**src/sar_adc_pkg.sv**
```systemverilog
// package: register map, field layout, reset values and types of the converter control block
package sar_adc_pkg;
    // ---------------------------------------------------------------
    // register offsets (byte addresses)
    // ---------------------------------------------------------------
    localparam logic [7:0] OFF_POS_SEL = 8'h00;
    localparam logic [7:0] OFF_NEG_SEL = 8'h04;
    localparam logic [7:0] OFF_STATUS = 8'h08;
    localparam logic [7:0] OFF_RESULT = 8'h0c;
    localparam logic [7:0] OFF_SOFT_RST = 8'h10;
    localparam logic [7:0] OFF_AMP_GAIN = 8'h14;
    localparam logic [7:0] OFF_GAIN_CAL = 8'h18;
    localparam logic [7:0] OFF_OFFS_CAL = 8'h1c;
    localparam logic [7:0] OFF_CONV_CTRL = 8'h20;
    localparam logic [7:0] OFF_IRQ_MASK = 8'h24;
    localparam logic [7:0] OFF_VARIANT = 8'h28;
    // ---------------------------------------------------------------
    // field positions
    // ---------------------------------------------------------------
    localparam int SEL_W = 5;
    localparam int RES_LSB = 16;
    localparam int RES_W = 12;
    localparam int CAL_W = 10;
    localparam int GAIN_W = 6;
    localparam int GAIN0_LSB = 6;
    localparam int CTRL_EN_BIT = 7;
    localparam int CTRL_MODE_LSB = 3;
    localparam int BITS_W = 4;
    // ---------------------------------------------------------------
    // codes and reset values
    // ---------------------------------------------------------------
    localparam logic [4:0] POS_LAST = 5'h17;
    localparam logic [4:0] NEG_LAST = 5'h10;
    localparam logic [4:0] SMALL_RSV_LO = 5'h02;
    localparam logic [4:0] SMALL_RSV_HI = 5'h05;
    localparam logic [4:0] POS_SMALL_RSV_A = 5'h14;
    localparam logic [4:0] POS_SMALL_RSV_B = 5'h15;
    localparam logic [4:0] POS_GAP_A = 5'h16;
    localparam logic [5:0] GAIN_MAX = 6'h20;
    localparam logic [2:0] SRC_SINGLE = 3'h3;
    localparam logic [2:0] SRC_CONT = 3'h4;
    localparam logic [2:0] SRC_IDLE = 3'h0;
    localparam logic [4:0] SEL_RST = 5'h00;
    localparam logic [7:0] CTRL_RST = 8'h00;
    localparam logic [11:0] GAIN_RST = 12'h000;
    localparam logic [9:0] CAL_RST = 10'h000;
    localparam logic [3:0] ACQ_CYCLES = 4'h8;
    localparam logic [3:0] LAST_BIT = 4'hb;
    localparam logic [1:0] SETTLE_LAST = 2'h3;

    typedef enum logic [1:0] {
        MODE_SINGLE = 2'h0,
        MODE_DIFF = 2'h1,
        MODE_PSEUDO = 2'h2
    } conv_mode_t;

    typedef struct packed {
        logic track;
        logic comp_balance;
        logic neg_to_ref;
        logic neg_to_gnd;
    } switch_ctrl_t;
endpackage

```
**src/sar_adc_ctrl.sv**
```systemverilog
// file: register file, sequencing and result handling of a 12-bit charge-sampled sar converter
`timescale 1ns/10ps
// How it works
// - positive selector, five bits, documented codes
// - negative selector, five bits, others reserved
// - small variant reserves extra selector codes
// - finished conversion sets status bit zero
// - reading result clears status bit zero
// - result lives in bits 27 to 16
// - soft reset write restores defaults, variant strap excepted
// - two six-bit gain codes, at most 32
// - gain calibration ten bits, upper reserved
// - offset calibration ten bits, upper reserved
// - single, differential and pseudo differential modes
// - inputs track, then disconnect at conversion
// - bitwise approximation through all twelve bits
// - pseudo mode: negative switch to reference
// - single software code runs once, returns 000
// - conversions only while enable bit set
module sar_adc_ctrl (
    input wire logic i_clk,
    input wire logic i_rst_n,
    input wire logic [7:0] i_addr,
    input wire logic [31:0] i_wdata,
    input wire logic i_wr,
    input wire logic i_rd,
    input wire logic i_comp,
    output logic [31:0] o_rdata,
    output logic [4:0] o_pos_sel,
    output logic [4:0] o_neg_sel,
    output logic [11:0] o_dac_code,
    output logic [11:0] o_amp_gain,
    output logic [9:0] o_gain_cal,
    output logic [9:0] o_offset_cal,
    output sar_adc_pkg::switch_ctrl_t o_sw,
    output logic o_irq
);
    // ---------------------------------------------------------------
    // state
    // ---------------------------------------------------------------
    typedef enum logic [1:0] {
        ST_IDLE,
        ST_ACQ,
        ST_CONV
    } conv_state_t;

    conv_state_t state_q;
    logic [4:0] pos_q;
    logic [4:0] neg_q;
    logic [7:0] ctrl_q;
    logic [11:0] gain_q;
    logic [9:0] gcal_q;
    logic [9:0] ocal_q;
    logic [11:0] result_q;
    logic [11:0] sar_q;
    logic [3:0] bit_q;
    logic [3:0] acq_q;
    logic [1:0] settle_q;
    logic done_q;
    logic stat_q;
    logic mask_q;
    logic small_q;
    logic comp_meta_q;
    logic comp_q;
    logic soft_rst;
    logic rd_result;
    logic wr_ctrl;
    logic start;
    logic pos_ok;
    logic neg_ok;
    logic [31:0] rdata_d;

    // the comparator is asynchronous to the sar clock
    always_ff @(posedge i_clk) begin
        comp_meta_q <= i_comp;
        comp_q <= comp_meta_q;
    end

    assign soft_rst = i_wr && i_addr == sar_adc_pkg::OFF_SOFT_RST && i_wdata[0];
    assign rd_result = i_rd && i_addr == sar_adc_pkg::OFF_RESULT;
    assign wr_ctrl = i_wr && i_addr == sar_adc_pkg::OFF_CONV_CTRL;

    // ---------------------------------------------------------------
    // selector legality
    // ---------------------------------------------------------------
    // illegal codes are simply not stored; the previous selection stays
    always_comb begin
        pos_ok = i_wdata[4:0] <= sar_adc_pkg::POS_LAST;
        neg_ok = i_wdata[4:0] <= sar_adc_pkg::NEG_LAST;
        if (small_q && i_wdata[4:0] >= sar_adc_pkg::SMALL_RSV_LO
                && i_wdata[4:0] <= sar_adc_pkg::SMALL_RSV_HI) begin
            pos_ok = 1'b0;
            neg_ok = 1'b0;
        end
        if (small_q && (i_wdata[4:0] == sar_adc_pkg::POS_SMALL_RSV_A
                || i_wdata[4:0] == sar_adc_pkg::POS_SMALL_RSV_B)) begin
            pos_ok = 1'b0;
        end
    end

    // ---------------------------------------------------------------
    // register file
    // ---------------------------------------------------------------
    always_ff @(posedge i_clk) begin
        if (!i_rst_n || soft_rst) begin
            pos_q <= sar_adc_pkg::SEL_RST;
            neg_q <= sar_adc_pkg::SEL_RST;
            gain_q <= sar_adc_pkg::GAIN_RST;
            gcal_q <= sar_adc_pkg::CAL_RST;
            ocal_q <= sar_adc_pkg::CAL_RST;
            mask_q <= 1'b0;
        end else if (i_wr) begin
            if (i_addr == sar_adc_pkg::OFF_POS_SEL) begin
                if (pos_ok) begin
                    pos_q <= i_wdata[4:0];
                end
            end else if (i_addr == sar_adc_pkg::OFF_NEG_SEL) begin
                if (neg_ok) begin
                    neg_q <= i_wdata[4:0];
                end
            end else if (i_addr == sar_adc_pkg::OFF_AMP_GAIN) begin
                // out-of-range codes are clipped to the largest legal gain
                gain_q[11:6] <= (i_wdata[11:6] > sar_adc_pkg::GAIN_MAX)
                    ? sar_adc_pkg::GAIN_MAX : i_wdata[11:6];
                gain_q[5:0] <= (i_wdata[5:0] > sar_adc_pkg::GAIN_MAX)
                    ? sar_adc_pkg::GAIN_MAX : i_wdata[5:0];
            end else if (i_addr == sar_adc_pkg::OFF_GAIN_CAL) begin
                gcal_q <= i_wdata[9:0];
            end else if (i_addr == sar_adc_pkg::OFF_OFFS_CAL) begin
                ocal_q <= i_wdata[9:0];
            end else if (i_addr == sar_adc_pkg::OFF_IRQ_MASK) begin
                mask_q <= i_wdata[0];
            end
        end
    end

    // variant strap is software-set so one netlist serves both parts
    always_ff @(posedge i_clk) begin
        if (!i_rst_n) begin
            small_q <= 1'b0;
        end else if (i_wr && i_addr == sar_adc_pkg::OFF_VARIANT) begin
            small_q <= i_wdata[0];
        end
    end

    // ---------------------------------------------------------------
    // conversion control
    // ---------------------------------------------------------------
    assign start = ctrl_q[sar_adc_pkg::CTRL_EN_BIT]
        && (ctrl_q[2:0] == sar_adc_pkg::SRC_SINGLE
            || ctrl_q[2:0] == sar_adc_pkg::SRC_CONT);

    always_ff @(posedge i_clk) begin
        if (!i_rst_n || soft_rst) begin
            ctrl_q <= sar_adc_pkg::CTRL_RST;
        end else if (wr_ctrl) begin
            ctrl_q <= i_wdata[7:0];
        end else if (done_q && ctrl_q[2:0] == sar_adc_pkg::SRC_SINGLE) begin
            ctrl_q[2:0] <= sar_adc_pkg::SRC_IDLE;
        end
    end

    always_ff @(posedge i_clk) begin
        if (!i_rst_n || soft_rst) begin
            state_q <= ST_IDLE;
            settle_q <= 2'h0;
            sar_q <= 12'h000;
            bit_q <= 4'h0;
            acq_q <= 4'h0;
            done_q <= 1'b0;
            result_q <= 12'h000;
        end else begin
            done_q <= 1'b0;
            case (state_q)
                ST_IDLE: begin
                    // done_q guard keeps a single shot from restarting
                    if (start && !done_q) begin
                        state_q <= ST_ACQ;
                        acq_q <= 4'h0;
                    end
                end
                ST_ACQ: begin
                    if (!ctrl_q[sar_adc_pkg::CTRL_EN_BIT]) begin
                        state_q <= ST_IDLE;
                    end else if (acq_q == sar_adc_pkg::ACQ_CYCLES - 4'h1) begin
                        state_q <= ST_CONV;
                        sar_q <= 12'h800;
                        bit_q <= 4'h0;
                        settle_q <= 2'h0;
                    end else begin
                        acq_q <= acq_q + 4'h1;
                    end
                end
                ST_CONV: begin
                    // comparator high means the trial overshot: remove the charge step
                    if (!ctrl_q[sar_adc_pkg::CTRL_EN_BIT]) begin
                        state_q <= ST_IDLE;
                    end else if (settle_q != sar_adc_pkg::SETTLE_LAST) begin
                        // a trial passes the dac register, comparator and two sync stages
                        settle_q <= settle_q + 2'h1;
                    end else if (bit_q == sar_adc_pkg::LAST_BIT) begin
                        result_q <= comp_q ? (sar_q & ~(12'h800 >> bit_q)) : sar_q;
                        done_q <= 1'b1;
                        state_q <= ST_IDLE;
                    end else begin
                        settle_q <= 2'h0;
                        sar_q <= (comp_q ? (sar_q & ~(12'h800 >> bit_q)) : sar_q)
                            | (12'h800 >> (bit_q + 4'h1));
                        bit_q <= bit_q + 4'h1;
                    end
                end
                default: begin
                    state_q <= ST_IDLE;
                end
            endcase
        end
    end

    // ---------------------------------------------------------------
    // status and interrupt
    // ---------------------------------------------------------------
    // completion wins over a same-cycle result read so no result is missed
    always_ff @(posedge i_clk) begin
        if (!i_rst_n || soft_rst) begin
            stat_q <= 1'b0;
        end else if (done_q) begin
            stat_q <= 1'b1;
        end else if (rd_result || (i_wr && i_addr == sar_adc_pkg::OFF_STATUS && i_wdata[0])) begin
            stat_q <= 1'b0;
        end
    end

    always_ff @(posedge i_clk) begin
        if (!i_rst_n) begin
            o_irq <= 1'b0;
        end else begin
            o_irq <= stat_q && mask_q;
        end
    end

    // ---------------------------------------------------------------
    // read path
    // ---------------------------------------------------------------
    always_comb begin
        rdata_d = 32'h0000_0000;
        if (i_addr == sar_adc_pkg::OFF_POS_SEL) begin
            rdata_d[4:0] = pos_q;
        end else if (i_addr == sar_adc_pkg::OFF_NEG_SEL) begin
            rdata_d[4:0] = neg_q;
        end else if (i_addr == sar_adc_pkg::OFF_STATUS) begin
            rdata_d[0] = stat_q;
        end else if (i_addr == sar_adc_pkg::OFF_RESULT) begin
            rdata_d[27:16] = result_q;
        end else if (i_addr == sar_adc_pkg::OFF_AMP_GAIN) begin
            rdata_d[11:0] = gain_q;
        end else if (i_addr == sar_adc_pkg::OFF_GAIN_CAL) begin
            rdata_d[9:0] = gcal_q;
        end else if (i_addr == sar_adc_pkg::OFF_OFFS_CAL) begin
            rdata_d[9:0] = ocal_q;
        end else if (i_addr == sar_adc_pkg::OFF_CONV_CTRL) begin
            rdata_d[7:0] = ctrl_q;
        end else if (i_addr == sar_adc_pkg::OFF_IRQ_MASK) begin
            rdata_d[0] = mask_q;
        end else if (i_addr == sar_adc_pkg::OFF_VARIANT) begin
            rdata_d[0] = small_q;
        end
    end

    always_ff @(posedge i_clk) begin
        if (!i_rst_n) begin
            o_rdata <= 32'h0000_0000;
        end else begin
            o_rdata <= i_rd ? rdata_d : 32'h0000_0000;
        end
    end

    // ---------------------------------------------------------------
    // analog-facing outputs
    // ---------------------------------------------------------------
    always_ff @(posedge i_clk) begin
        if (!i_rst_n) begin
            o_pos_sel <= sar_adc_pkg::SEL_RST;
            o_neg_sel <= sar_adc_pkg::SEL_RST;
            o_dac_code <= 12'h000;
            o_amp_gain <= sar_adc_pkg::GAIN_RST;
            o_gain_cal <= sar_adc_pkg::CAL_RST;
            o_offset_cal <= sar_adc_pkg::CAL_RST;
            o_sw <= '0;
        end else begin
            o_pos_sel <= pos_q;
            o_neg_sel <= neg_q;
            o_dac_code <= sar_q;
            o_amp_gain <= gain_q;
            o_gain_cal <= gcal_q;
            o_offset_cal <= ocal_q;
            o_sw.track <= state_q == ST_ACQ;
            o_sw.comp_balance <= state_q != ST_CONV;
            // the mode field picks the negative-side switch position
            o_sw.neg_to_ref <= state_q == ST_CONV
                && ctrl_q[4:3] == sar_adc_pkg::MODE_PSEUDO;
            o_sw.neg_to_gnd <= ctrl_q[4:3] == sar_adc_pkg::MODE_SINGLE;
        end
    end

    // ---------------------------------------------------------------
    // checks
    // ---------------------------------------------------------------
    a_done_sets_stat: assert property (@(posedge i_clk) disable iff (!i_rst_n)
        done_q |=> stat_q) else $error("status not set after completion");
    a_read_clears: assert property (@(posedge i_clk) disable iff (!i_rst_n)
        rd_result && !done_q |=> !stat_q) else $error("result read left status set");
    a_result_field: assert property (@(posedge i_clk) disable iff (!i_rst_n)
        $past(rd_result) |-> o_rdata[27:16] == $past(result_q) && o_rdata[31:28] == 4'h0)
        else $error("result misplaced");
    a_soft_reset: assert property (@(posedge i_clk) disable iff (!i_rst_n)
        soft_rst |=> gain_q == 12'h000 && ctrl_q == 8'h00 && state_q == ST_IDLE)
        else $error("soft reset incomplete");
    a_gain_limit: assert property (@(posedge i_clk) disable iff (!i_rst_n)
        gain_q[11:6] <= 6'h20 && gain_q[5:0] <= 6'h20) else $error("gain above limit");
    a_single_shot: assert property (@(posedge i_clk) disable iff (!i_rst_n)
        done_q && ctrl_q[2:0] == 3'h3 && !wr_ctrl && !soft_rst |=> ctrl_q[2:0] == 3'h0)
        else $error("single shot not cleared");
    a_enable_gate: assert property (@(posedge i_clk) disable iff (!i_rst_n)
        !ctrl_q[7] |=> state_q == ST_IDLE)
        else $error("conversion without enable");
    a_conv_length: assert property (@(posedge i_clk) disable iff (!i_rst_n)
        $rose(state_q == ST_CONV) |-> ##[47:48] (done_q || state_q == ST_IDLE))
        else $error("conversion length wrong");
    a_first_trial: assert property (@(posedge i_clk) disable iff (!i_rst_n)
        $rose(state_q == ST_CONV) |-> sar_q == 12'h800)
        else $error("first trial not mid scale");
    a_conv_switches: assert property (@(posedge i_clk) disable iff (!i_rst_n)
        state_q == ST_CONV |=> !o_sw.track && !o_sw.comp_balance)
        else $error("inputs connected in conversion");
    a_sample_neg: assert property (@(posedge i_clk) disable iff (!i_rst_n)
        state_q != ST_CONV |=> !o_sw.neg_to_ref)
        else $error("negative switch on reference while sampling");
    a_single_ground: assert property (@(posedge i_clk) disable iff (!i_rst_n)
        ctrl_q[4:3] == 2'h0 |=> o_sw.neg_to_gnd)
        else $error("single ended negative side not grounded");
    a_small_rsv: assert property (@(posedge i_clk) disable iff (!i_rst_n)
        small_q |-> !(pos_q >= 5'h02 && pos_q <= 5'h05)
            || $past(pos_q) == pos_q || $past(small_q) == 1'b0)
        else $error("reserved code stored");
endmodule // sar_adc_ctrl

```
**config.mk**
```make
export PLATFORM = sky130hd
export DESIGN_NAME = sar_adc_ctrl
export DESIGN_NICKNAME = d
export VERILOG_FILES = /design/src/sar_adc_pkg.sv /design/src/sar_adc_ctrl.sv
export SDC_FILE = /design/constraint.sdc
export NUM_CORES = 1
export LEC_CHECK = 0
export BUFFER_PORTS_ARGS = -buffer_cell sky130_fd_sc_hd__buf_2
export CAP_MARGIN = 20
export CORE_ASPECT_RATIO = 1.25
export CORE_MARGIN = 2
export CORE_UTILIZATION = 38
export CTS_CLUSTER_DIAMETER = 120
export DETAILED_ROUTE_END_ITERATION = 12
export SLEW_MARGIN = 10
export SYNTH_ARGS = -nofsm -noshare
export SYNTH_HDL_FRONTEND = slang
export SYNTH_SLANG_ARGS = --single-unit
```
**constraint.sdc**
```tcl
create_clock -name i_clk -period 2.3 [get_ports i_clk]
set_input_delay 0.46 -clock i_clk [delete_from_list [all_inputs] [get_ports i_clk]]
set_output_delay 0.46 -clock i_clk [all_outputs]
set_load 0.02 [all_outputs]
```
==> results.md, run 1 <==
- Status: finished, final reports clean
- HPWL Detailed: 11,600 um
- Clock sink total: between 150 and 200
- TritonCTS clock tree: yes
- # H-tree levels: 4
- Synthesized cell area: 6710 sq um
- Number of synthesized flops with an enable pin: 0
- Main combinational cell family by area after synthesis: simple AND/OR/NAND/NOR gates
- Largest cells by area after synthesis: dfxtp_1 52%, and2_1 6.6%, mux2i_1 5.8%, nor2_1 4.0%, a21oi_1 3.8%
- Max cap viols: 0
- Synth top area share: 0.522
- Fin nets: about 900
- Mean area per synthesized cell: 9.48 sq um
- Period utilisation layout: 0.858
- Synth Area in Simple Gates: 0.240
- Fin cells: about 1,100
- Largest area contributor in the netlist: dfxtp_1
- Worst path required time: 2.67 ns
- Clock Tree Buf Depth: 2
- Fmax: about 0.51 GHz
- Initial antenna violation count: 0
- P&R area growth vs syn: 21.5%
- Chip Width: 123 um
- Layout cells sized above 1: 0.227
- Pwr Total: 6.22 mW
- Dpl ws: between 0.04 and 0.05 ns
- P_leak: 3.58 nW
- Post-Syn Instances: 708
- Final Setup Violations: 0
- Total grt overflow: 0
- Via density: just under 5
- Power density cells: 762 nW/um^2
- FFs w/ async S/R, synth: 0
- CTS resizes: 0
- Largest net degree at the start of global routing: 42
- Hold buffer count at CTS: 0
- Clock Latency Late Sink: between 0.4 and 0.5 ns
- Ports: approximately 140
- Max Slew Vio Count: 0
- Synth Area in Compound Gates: 0.107
- CP Class: register to register
- Overall die area: 18,800 sq um
- Core area: 17,400 sq um
- Fin util: 0.470
- Pre-antenna DRT Iters: 4
- First DRT Iteration DRCs: ~360
- Placed cell areas: 7550 sq um
- Setup Buffers After CTS: 0
- GPL Wtd Cong: 0.980
- CTS Buf Count: 17
- Detailed-route via count: around 5,300
- Synth warnings: 0
- Worst-path fanout max: 7
- GR Util All Layers: 0.180
- Wire per inst: 15.5 um
- Register bit total from synthesis: roughly 180
- Setup_tns: 0 ns
- CP startpoint kind: register
- First-pass GRT wire length: about 26,000 um
- Reg2reg setup slack: 0.33 ns
- Final min period: 1.97 ns
- Post-Synth XOR/XNOR Area: 0.00261
- Worst-path clk slew: 0.07 ns
- Yosys cell types: 66
- Post-Synth Adder-Cell Area: 0.0168
- Peak VDD IR: around 0.48 mV
- Rows: 54
- Starting Density: 0.387
- Placed insts: between 1,000 and 1,500
- Seq/Total Area, Yosys: 0.522
- Worst-Margin Slew: 0.778 ns
- Fin. Hold Viols: 0
- Hold Crit Class: input port to register
- Clk root buf: clkbuf_16
- CP arrival: 2.34 ns
- Routed Antenna Nets: 0
- Worst hold-check slack: 0.135 ns
- CP endpoint kind: register
- N_diodes: 0
- RSZ-0062 raised after global routing: no
- Die height: between 150 and 200 um
- DRC Markers: 0
- Setup ws final: 0.326 ns
- Vias in the first global route: between 5,000 and 6,000
- Drt total wl: 16,400 um
- Main synth FF type: dfxtp_1
- Rel. slew slack: 0.479
- Clk_skew: 0.0109 ns
- Fin area: around 8200 sq um
- I/O Buffers: 107
- Post-synthesis mux area share: 0.0649
-- sequential cells by signal (all words and copies together), names as in the netlist, 2 cells and up --
register and count:
acq_q 4, bit_q 4, ctrl_q 8, gain_q 12, gcal_q 10, neg_q 5
o_amp_gain 12, o_dac_code 12, o_gain_cal 10, o_neg_sel 5, o_offset_cal 10, o_pos_sel 5
o_rdata 24, o_sw 4, ocal_q 10, pos_q 5, result_q 12, sar_q 12
settle_q 2, state_q 2
-- kinds of logic after synthesis --
logic type | after synthesis
flops | 175
simple gates | 306
other cells | 1
compound gates | 112
xor+xnor | 2
fa+ha+maj | 9
buf+inv | 60
mux | 43
-- layer usage --
metal  share of wire  vias to the layer above  track usage  wire length (um)
li1                -                     2646            -                 -
met1            0.46                     2458        0.234              7580
met2            0.48                      138        0.292              7870
met3           0.043                       20       0.0408               703
met4           0.017                        0       0.0624               280
met5               0                        -            0                 0
-- critical path: stages, from the launching register on --
cell and delay [ns]:
dfxtp_1 0.45, ha_1 0.26, ha_1 0.33, nor4_1 0.68
a32o_1 0.20
-- synth_stat cells, types with 2 or more instances --
cell      number
and3b_1        2
nand4b_1       3
a31oi_1        5
a21o_1         3
nor2b_1       11
dfxtp_1      175
buf_1          3
a21oi_1       51
o211ai_1       4
mux2i_1       39
buf_2         11
and3_1         8
or3_1          2
a22oi_1        5
or2_2          2
a22o_1         2
and2_1        71
a32oi_1        3
o21ai_0       13
nor3_1         7
o22ai_1        4
buf_4         14
or4_1          2
nor3b_1        2
mux2_2         4
nor4b_1        3
clkbuf_1      21
nand3b_1      12
nor2_1        72
inv_1          9
nand2_1       65
o31ai_1        2
ha_1           9
nand3_1       26
a32o_1         4
nand4_1        2
a21boi_0       2
nand2b_1       3
a211oi_1       3
nor4_1         3
-- worst paths after layout --
path	startpoint	to	depth (start not counted)
worst max register to register	bit_q[0]$_SDFFE_PP0P_	sar_q[6]$_SDFFE_PP0P_	4
worst max-delay path	bit_q[0]$_SDFFE_PP0P_	sar_q[6]$_SDFFE_PP0P_	4
worst min register to register	comp_meta_q$_DFF_P_	comp_q$_DFF_P_	0
worst min-delay path	i_comp	comp_meta_q$_DFF_P_	1
-- cell usage in the layout, fill, tap and decap left out, drive strengths merged, types with 4 or more instances in the layout --
master | Yosys | layout
o211ai | 4 | 4
nor2b | 11 | 11
nor4 | 4 | 4
clkinv | 0 | 4
mux2 | 4 | 4
nor3 | 8 | 8
o21ai | 13 | 13
a31oi | 5 | 5
conb | 1 | 8
o22ai | 4 | 4
a21oi | 52 | 52
buf | 30 | 144
ha | 9 | 9
inv | 9 | 14
nor2 | 74 | 74
a22oi | 5 | 5
nand2 | 66 | 66
and2 | 72 | 72
clkbuf | 21 | 19
nand3 | 26 | 26
dfxtp | 175 | 175
mux2i | 39 | 39
nand3b | 12 | 12
a32o | 4 | 4
and3 | 8 | 8
-- report_power, final --
group | internal (mW) | total [mW] | switching [mW]
logic | 0.0667 | 0.219 | 0.152
clock network | 1.73 | 2.97 | 1.23
registers | 3.03 | 3.04 | 0.00267
total | 4.83 | 6.22 | 1.39
-- area by class of cell --
class	instances	area, sq um
tap	224	280
inverter	9	33.8
sequential	175	3500
fill	1678	9200
clock inverter	13	175
timing repair buffer	144	813
multi-input combinational	480	2920
clock buffer	19	433
(Power assumes the default switching activity.)
==> run 2: changes to the inputs <==
MAX_ROUTING_LAYER = met4   (was not set)
REMOVE_ABC_BUFFERS = 1   (was not set)
==> results.md, run 2 (synthesis gave the netlist of run 1 again) <==
- I/O Buffers: 107 (unchanged)
- DRC Markers: 0 (unchanged)
- CP Class: register to register
- First-pass GRT wire length: 26,500 um (+0.10%)
- Reg with most FFs: o_rdata
- Setup Buffers After CTS: 0 (unchanged)
- Initial antenna violation count: 0 (unchanged)
- Fmax: 0.473 GHz (-6.7%)
- TritonCTS clock tree: yes
- Clk_skew: 0.00727 ns (-0.00367 ns)
- Hold Crit Class: input port to register
- Setup_tns: 0 ns (unchanged)
- Clock sink total: 175 (unchanged)
- HPWL Detailed: 11,500 um (-0.75%)
- N_diodes: 0 (unchanged)
- Rel. slew slack: 0.464 (-0.0155)
- RSZ-0062 raised after global routing: no
- Starting Density: 0.387 (unchanged)
- Drt total wl: 16,500 um (+0.27%)
- Fin. Hold Viols: 0 (unchanged)
- Max cap viols: 0 (unchanged)
- Peak VDD IR: 0.512 mV (+6.4%)
- # H-tree levels: 4 (unchanged)
- Hold buffer count at CTS: 0 (unchanged)
- CTS Buf Count: 17 (unchanged)
- CP endpoint kind: register
- Worst path required time: 2.66 ns (about the same)
- Routed met2 length: 7790 um (-1.0%)
- Power density cells: 731 nW/um^2 (-4.1%)
- Worst hold-check slack: 0.139 ns (+0.00475 ns)
- Slowest-stage cell, CP: nor4_1
- Pwr Total: 5.96 mW (-4.2%)
- Max stage delay on crit path: 0.74 ns (+0.06 ns)
- Chip Width: 123 um (unchanged)
- Reg area: 3500 sq um (unchanged)
- Hold Crit Depth: 1 (unchanged)
- Bufs and invs on worst path: 0 (unchanged)
- Layout cells sized above 1: 0.229 (+0.00119)
- Core area: 17,400 sq um (unchanged)
- First DRT Iteration DRCs: 375 (+5.6%)
- Final Setup Violations: 0 (unchanged)
- Worst-path fanout max: 7 (unchanged)
- Routed Antenna Nets: 0 (unchanged)
- Clk root buf: clkbuf_16
- Fin util: 0.470 (about the same)
- Clock Latency Late Sink: 0.42 ns (about the same)
- Commonest cells after routing, fill and taps aside: 175 x dfxtp_1, 107 x buf_2, 72 x nor2_1, 71 x and2_1, 65 x nand2_1
- P&R area growth vs syn: 21.4% (about the same)
- Overall die area: 18,800 sq um (unchanged)
- Top sig layer: met4
- Status: finished, final reports clean
- Crit path max-delay family: simple AND/OR/NAND/NOR gates
- Rows: 54 (unchanged)
- Ports: 136 (unchanged)
- WP depth: 4 (unchanged)
- Max Slew Vio Count: 0 (unchanged)
- Die height: 153 um (unchanged)
- Area of the multi-input gates: 2920 sq um (unchanged)
- Final min period: 2.12 ns (+0.141 ns)
- Worst-path clk slew: 0.07 ns (about the same)
- Worst Reg-to-Reg Cells: 4 (unchanged)
- GR Util All Layers: 0.185 (+0.00464)
- Final-layout fill cell count: 1,702 (+1.4%)
- Period utilisation layout: 0.920 (+0.0613)
- Clock Tree Buf Depth: 2 (unchanged)
- WL met3: 713 um (+1.4%)
- Vias in the first global route: 4,956 (-2.8%)
- Fin nets: 881 (unchanged)
- Worst-Margin Slew: 0.797 ns (+0.0193 ns)
- Largest net degree at the start of global routing: 56 (+33%)
- Total grt overflow: 0 (unchanged)
- Pre-antenna DRT Iters: 5 (+1)
- Via density: 5.02 (+1.4%)
- Most frequent cell on the critical path: ha_1
- Critical-path cell list: ha_1 > ha_1 > nor4_1 > a32o_1
- Detailed-route via count: 5,337 (+1.4%)
- CP arrival: 2.47 ns (+0.13 ns)
- GPL Wtd Cong: 0.897 (-8.4%)
- CTS resizes: 0 (unchanged)
- Max reg flops: 24 (unchanged)
- P_leak: 3.55 nW (-0.57%)
- CP startpoint kind: register
- Routed met1 length: 7670 um (+1.1%)
- Most common cell after layout, fill and taps aside: dfxtp_1
- Wire per inst: 15.5 um (+0.27%)
-- run 2: cell count changes in the layout (fill, tap and decap cells not counted), sizes merged --
cell | before | now
bufinv | 3 | 0
inv | 14 | 17
clkbuf | 19 | 18
clkinv | 4 | 1
clkinvlp | 1 | 5
-- run 2: worst register-to-register path, cell delays in order, from the launching register on --
cell	delay [ns]
dfxtp_1	0.45
ha_1	0.30
ha_1	0.35
nor4_1	0.74
a32o_1	0.21
-- run 2: path summary, 6_finish.rpt --
kind | to | startpoint | slack (ns)
worst max-delay path | sar_q[6]$_SDFFE_PP0P_ | bit_q[0]$_SDFFE_PP0P_ | 0.18
worst min-delay path | comp_meta_q$_DFF_P_ | i_comp | 0.14
worst max register to register | sar_q[6]$_SDFFE_PP0P_ | bit_q[0]$_SDFFE_PP0P_ | 0.18
worst min register to register | comp_q$_DFF_P_ | comp_meta_q$_DFF_P_ | 0.33
-- run 2: layer usage --
| metal | track usage | up-vias |
|---|---|---|
| li1 | - | 2647 |
| met1 | 0.241 | 2530 |
| met2 | 0.289 | 140 |
| met3 | 0.0314 | 20 |
| met4 | 0.0619 | 0 |
| met5 | - | - |
-- run 2: through the flow --
step	std cells	area, sq um	setup slack, ns
2_1_floorplan	664	6460	-1.35
3_3_place_gp	1032	7600	0.0741
3_5_place_dp	1032	7600	0.0489
4_1_cts	1064	8150	0.221
5_1_grt	1064	8150	0.0619
6_report	1064	8150	0.185
-- run 2: final cells by class --
| cell class | instances | share of cell area |
|---|---|---|
| tap | 224 | 0.0344 |
| inverter | 9 | 0.00414 |
| multi-input combinational | 480 | 0.358 |
| sequential | 175 | 0.430 |
| clock buffer | 18 | 0.0526 |
| clock inverter | 14 | 0.0150 |
| timing repair buffer | 144 | 0.106 |
-- run 2: power by group --
group	total (mW)	switching, mW	internal, mW
Combinational	0.219	0.151	0.0680
Clock	2.70	1.28	1.42
Sequential	3.04	0.00222	3.03
==> run 3: changes to the inputs <==
CORE_ASPECT_RATIO = not set   (was 1.25)
MAX_ROUTING_LAYER = not set   (was met4)
==> results.md, run 3 (synthesis gave the netlist of run 1 again) <==
- Rows: 48 (-11%)
- Critical-path cell list: ha_1 > ha_1 > nor4_1 > a32o_1
- GR Util All Layers: 0.180 (-0.00492)
- Layout cells sized above 1: 0.233 (+0.00393)
- Total grt overflow: 0 (unchanged)
- I/O Buffers: 107 (unchanged)
- Via density: 4.92 (-2.0%)
- CP Class: register to register
- Clock Tree Buf Depth: 2 (unchanged)
- First-pass GRT wire length: 26,000 um (-1.8%)
- Core area: 17,300 sq um (-0.39%)
- Commonest cells after routing, fill and taps aside: 175 x dfxtp_1, 107 x buf_2, 72 x nor2_1, 71 x and2_1, 65 x nand2_1
- Peak VDD IR: 0.515 mV (+0.63%)
- Crit path max-delay family: simple AND/OR/NAND/NOR gates
- Fmax: 0.489 GHz (+3.5%)
- Drt total wl: 16,400 um (-0.21%)
- Setup ws final: 0.256 ns (+0.0714 ns)
- Detailed-route via count: 5,250 (-1.6%)
- Max cap viols: 0 (unchanged)
- Status: finished, final reports clean
- Fin cells: 1,068 (+0.38%)
- Wire per inst: 15.4 um (-0.59%)
- Max stage delay on crit path: 0.75 ns (about the same)
- Most frequent cell on the critical path: ha_1
- Max Slew Vio Count: 0 (unchanged)
- Vias in the first global route: 4,861 (-1.9%)
- Worst hold-check slack: 0.134 ns (-0.00571 ns)
- Switching power of the nets: 1.45 mW (+1.1%)
- Clk root buf: clkbuf_16
- Largest net degree at the start of global routing: 61 (+8.9%)
- HPWL Detailed: 11,500 um (-0.76%)
- Clock Latency Late Sink: 0.43 ns (about the same)
- Clock sink total: 175 (unchanged)
- Chip Width: 137 um (+11%)
- Setup Buffers After CTS: 0 (unchanged)
- Fin. Hold Viols: 0 (unchanged)
- P&R area growth vs syn: 21.3%
- Dpl ws: 0.0627 ns (+0.0138 ns)
- Bufs and invs on worst path: 0 (unchanged)
- CP startpoint kind: register
- N_diodes: 0 (unchanged)
- Initial antenna violation count: 0 (unchanged)
- Slowest-stage cell, CP: nor4_1
- RSZ-0062 raised after global routing: no
- Die height: 137 um (-10%)
- Worst-path fanout max: 7 (unchanged)
- Routed Antenna Nets: 0 (unchanged)
- Reg with most FFs: o_rdata
- Power density cells: 733 nW/um^2 (+0.28%)
- Max reg flops: 24 (unchanged)
- GPL Wtd Cong: 0.896 (-0.14%)
- Final min period: 2.04 ns (-0.0714 ns)
- DRC Markers: 0 (unchanged)
- Overall die area: 18,700 sq um (about the same)
- Worst-path clk slew: 0.07 ns (about the same)
- Hold Crit Class: input port to register
- Placed cell areas: 7590 sq um (-0.18%)
- Internal power: 4.52 mW (-0.17%)
- Switching Share: 0.243 (+0.00231)
- Pre-antenna DRT Iters: 4 (-1)
- First DRT Iteration DRCs: 315 (-16%)
- # H-tree levels: 4 (unchanged)
- Period utilisation layout: 0.889 (-0.0310)
- Fin area: 8140 sq um (-0.14%)
- Starting Density: 0.388 (+0.00151)
- Fin nets: 884 (+0.34%)
- Placed insts: 1,036 (+0.39%)
- Rel. slew slack: 0.458 (-0.00601)
- Final Setup Violations: 0 (unchanged)
- TritonCTS clock tree: yes
- Most common cell after layout, fill and taps aside: dfxtp_1
- Comb pwr share: 0.037 (about the same)
- CP endpoint kind: register
- Ports: 136 (unchanged)
- Worst path required time: 2.66 ns (about the same)
- P_leak: 3.56 nW (+0.22%)
- CTS resizes: 0 (unchanged)
- Worst-Margin Slew: 0.806 ns (+0.00893 ns)
- Clk_skew: 0.00955 ns (+0.00228 ns)
- CTS Buf Count: 17 (unchanged)
- Flop pwr share: 0.509 (about the same)
- Hold buffer count at CTS: 0 (unchanged)
- Power share of the clock group: 0.454 (about the same)
- CP arrival: 2.41 ns (-0.06 ns)
[run 3: layout make-up]
| type | count | area (sq um) |
|---|---|---|
| clock buffers | 17 | 425 |
| repair buffers | 147 | 848 |
| clock inverters | 15 | 129 |
| multi-input cells | 480 | 2920 |
| well taps | 225 | 282 |
| flip-flops and latches | 175 | 3500 |
| fillers | 1699 | 9150 |
| inverters | 9 | 33.8 |
[run 3: path summary, 6_finish.rpt]
check                                            from  slack, ns                     to  depth (start not counted)
worst max-delay path            bit_q[1]$_SDFFE_PP0P_       0.26  sar_q[7]$_SDFFE_PP0P_                          4
worst min-delay path                           i_comp       0.13    comp_meta_q$_DFF_P_                          1
worst max register to register  bit_q[1]$_SDFFE_PP0P_       0.26  sar_q[7]$_SDFFE_PP0P_                          4
worst min register to register    comp_meta_q$_DFF_P_       0.33         comp_q$_DFF_P_                          0
[run 3: power by group through the flow]
stage               logic, mW  registers (mW)  clock network [mW]
global route            0.238            3.04                2.91
floorplan              0.0793            3.11                   0
global placement        0.218            3.11                   0
finish                  0.221            3.04                2.71
detailed placement      0.220            3.11                   0
CTS                     0.220            3.04                2.79
[run 3: stage by stage]
step	utilization	TNS [ns]	total power, mW
floorplan	-	-79.65	3.19
global placement	0.439	0	3.32
detailed placement	0.439	0	3.33
CTS	0.471	0	6.04
global route	0.471	0	6.18
finish	0.471	0	5.97
[run 3: per-layer routing]
layer / part of all wire / GRT usage
met2: 0.44 / 0.262
met3: 0.052 / 0.0359
met1: 0.50 / 0.262
met5: 0 / 0
met4: 0.014 / 0.0670
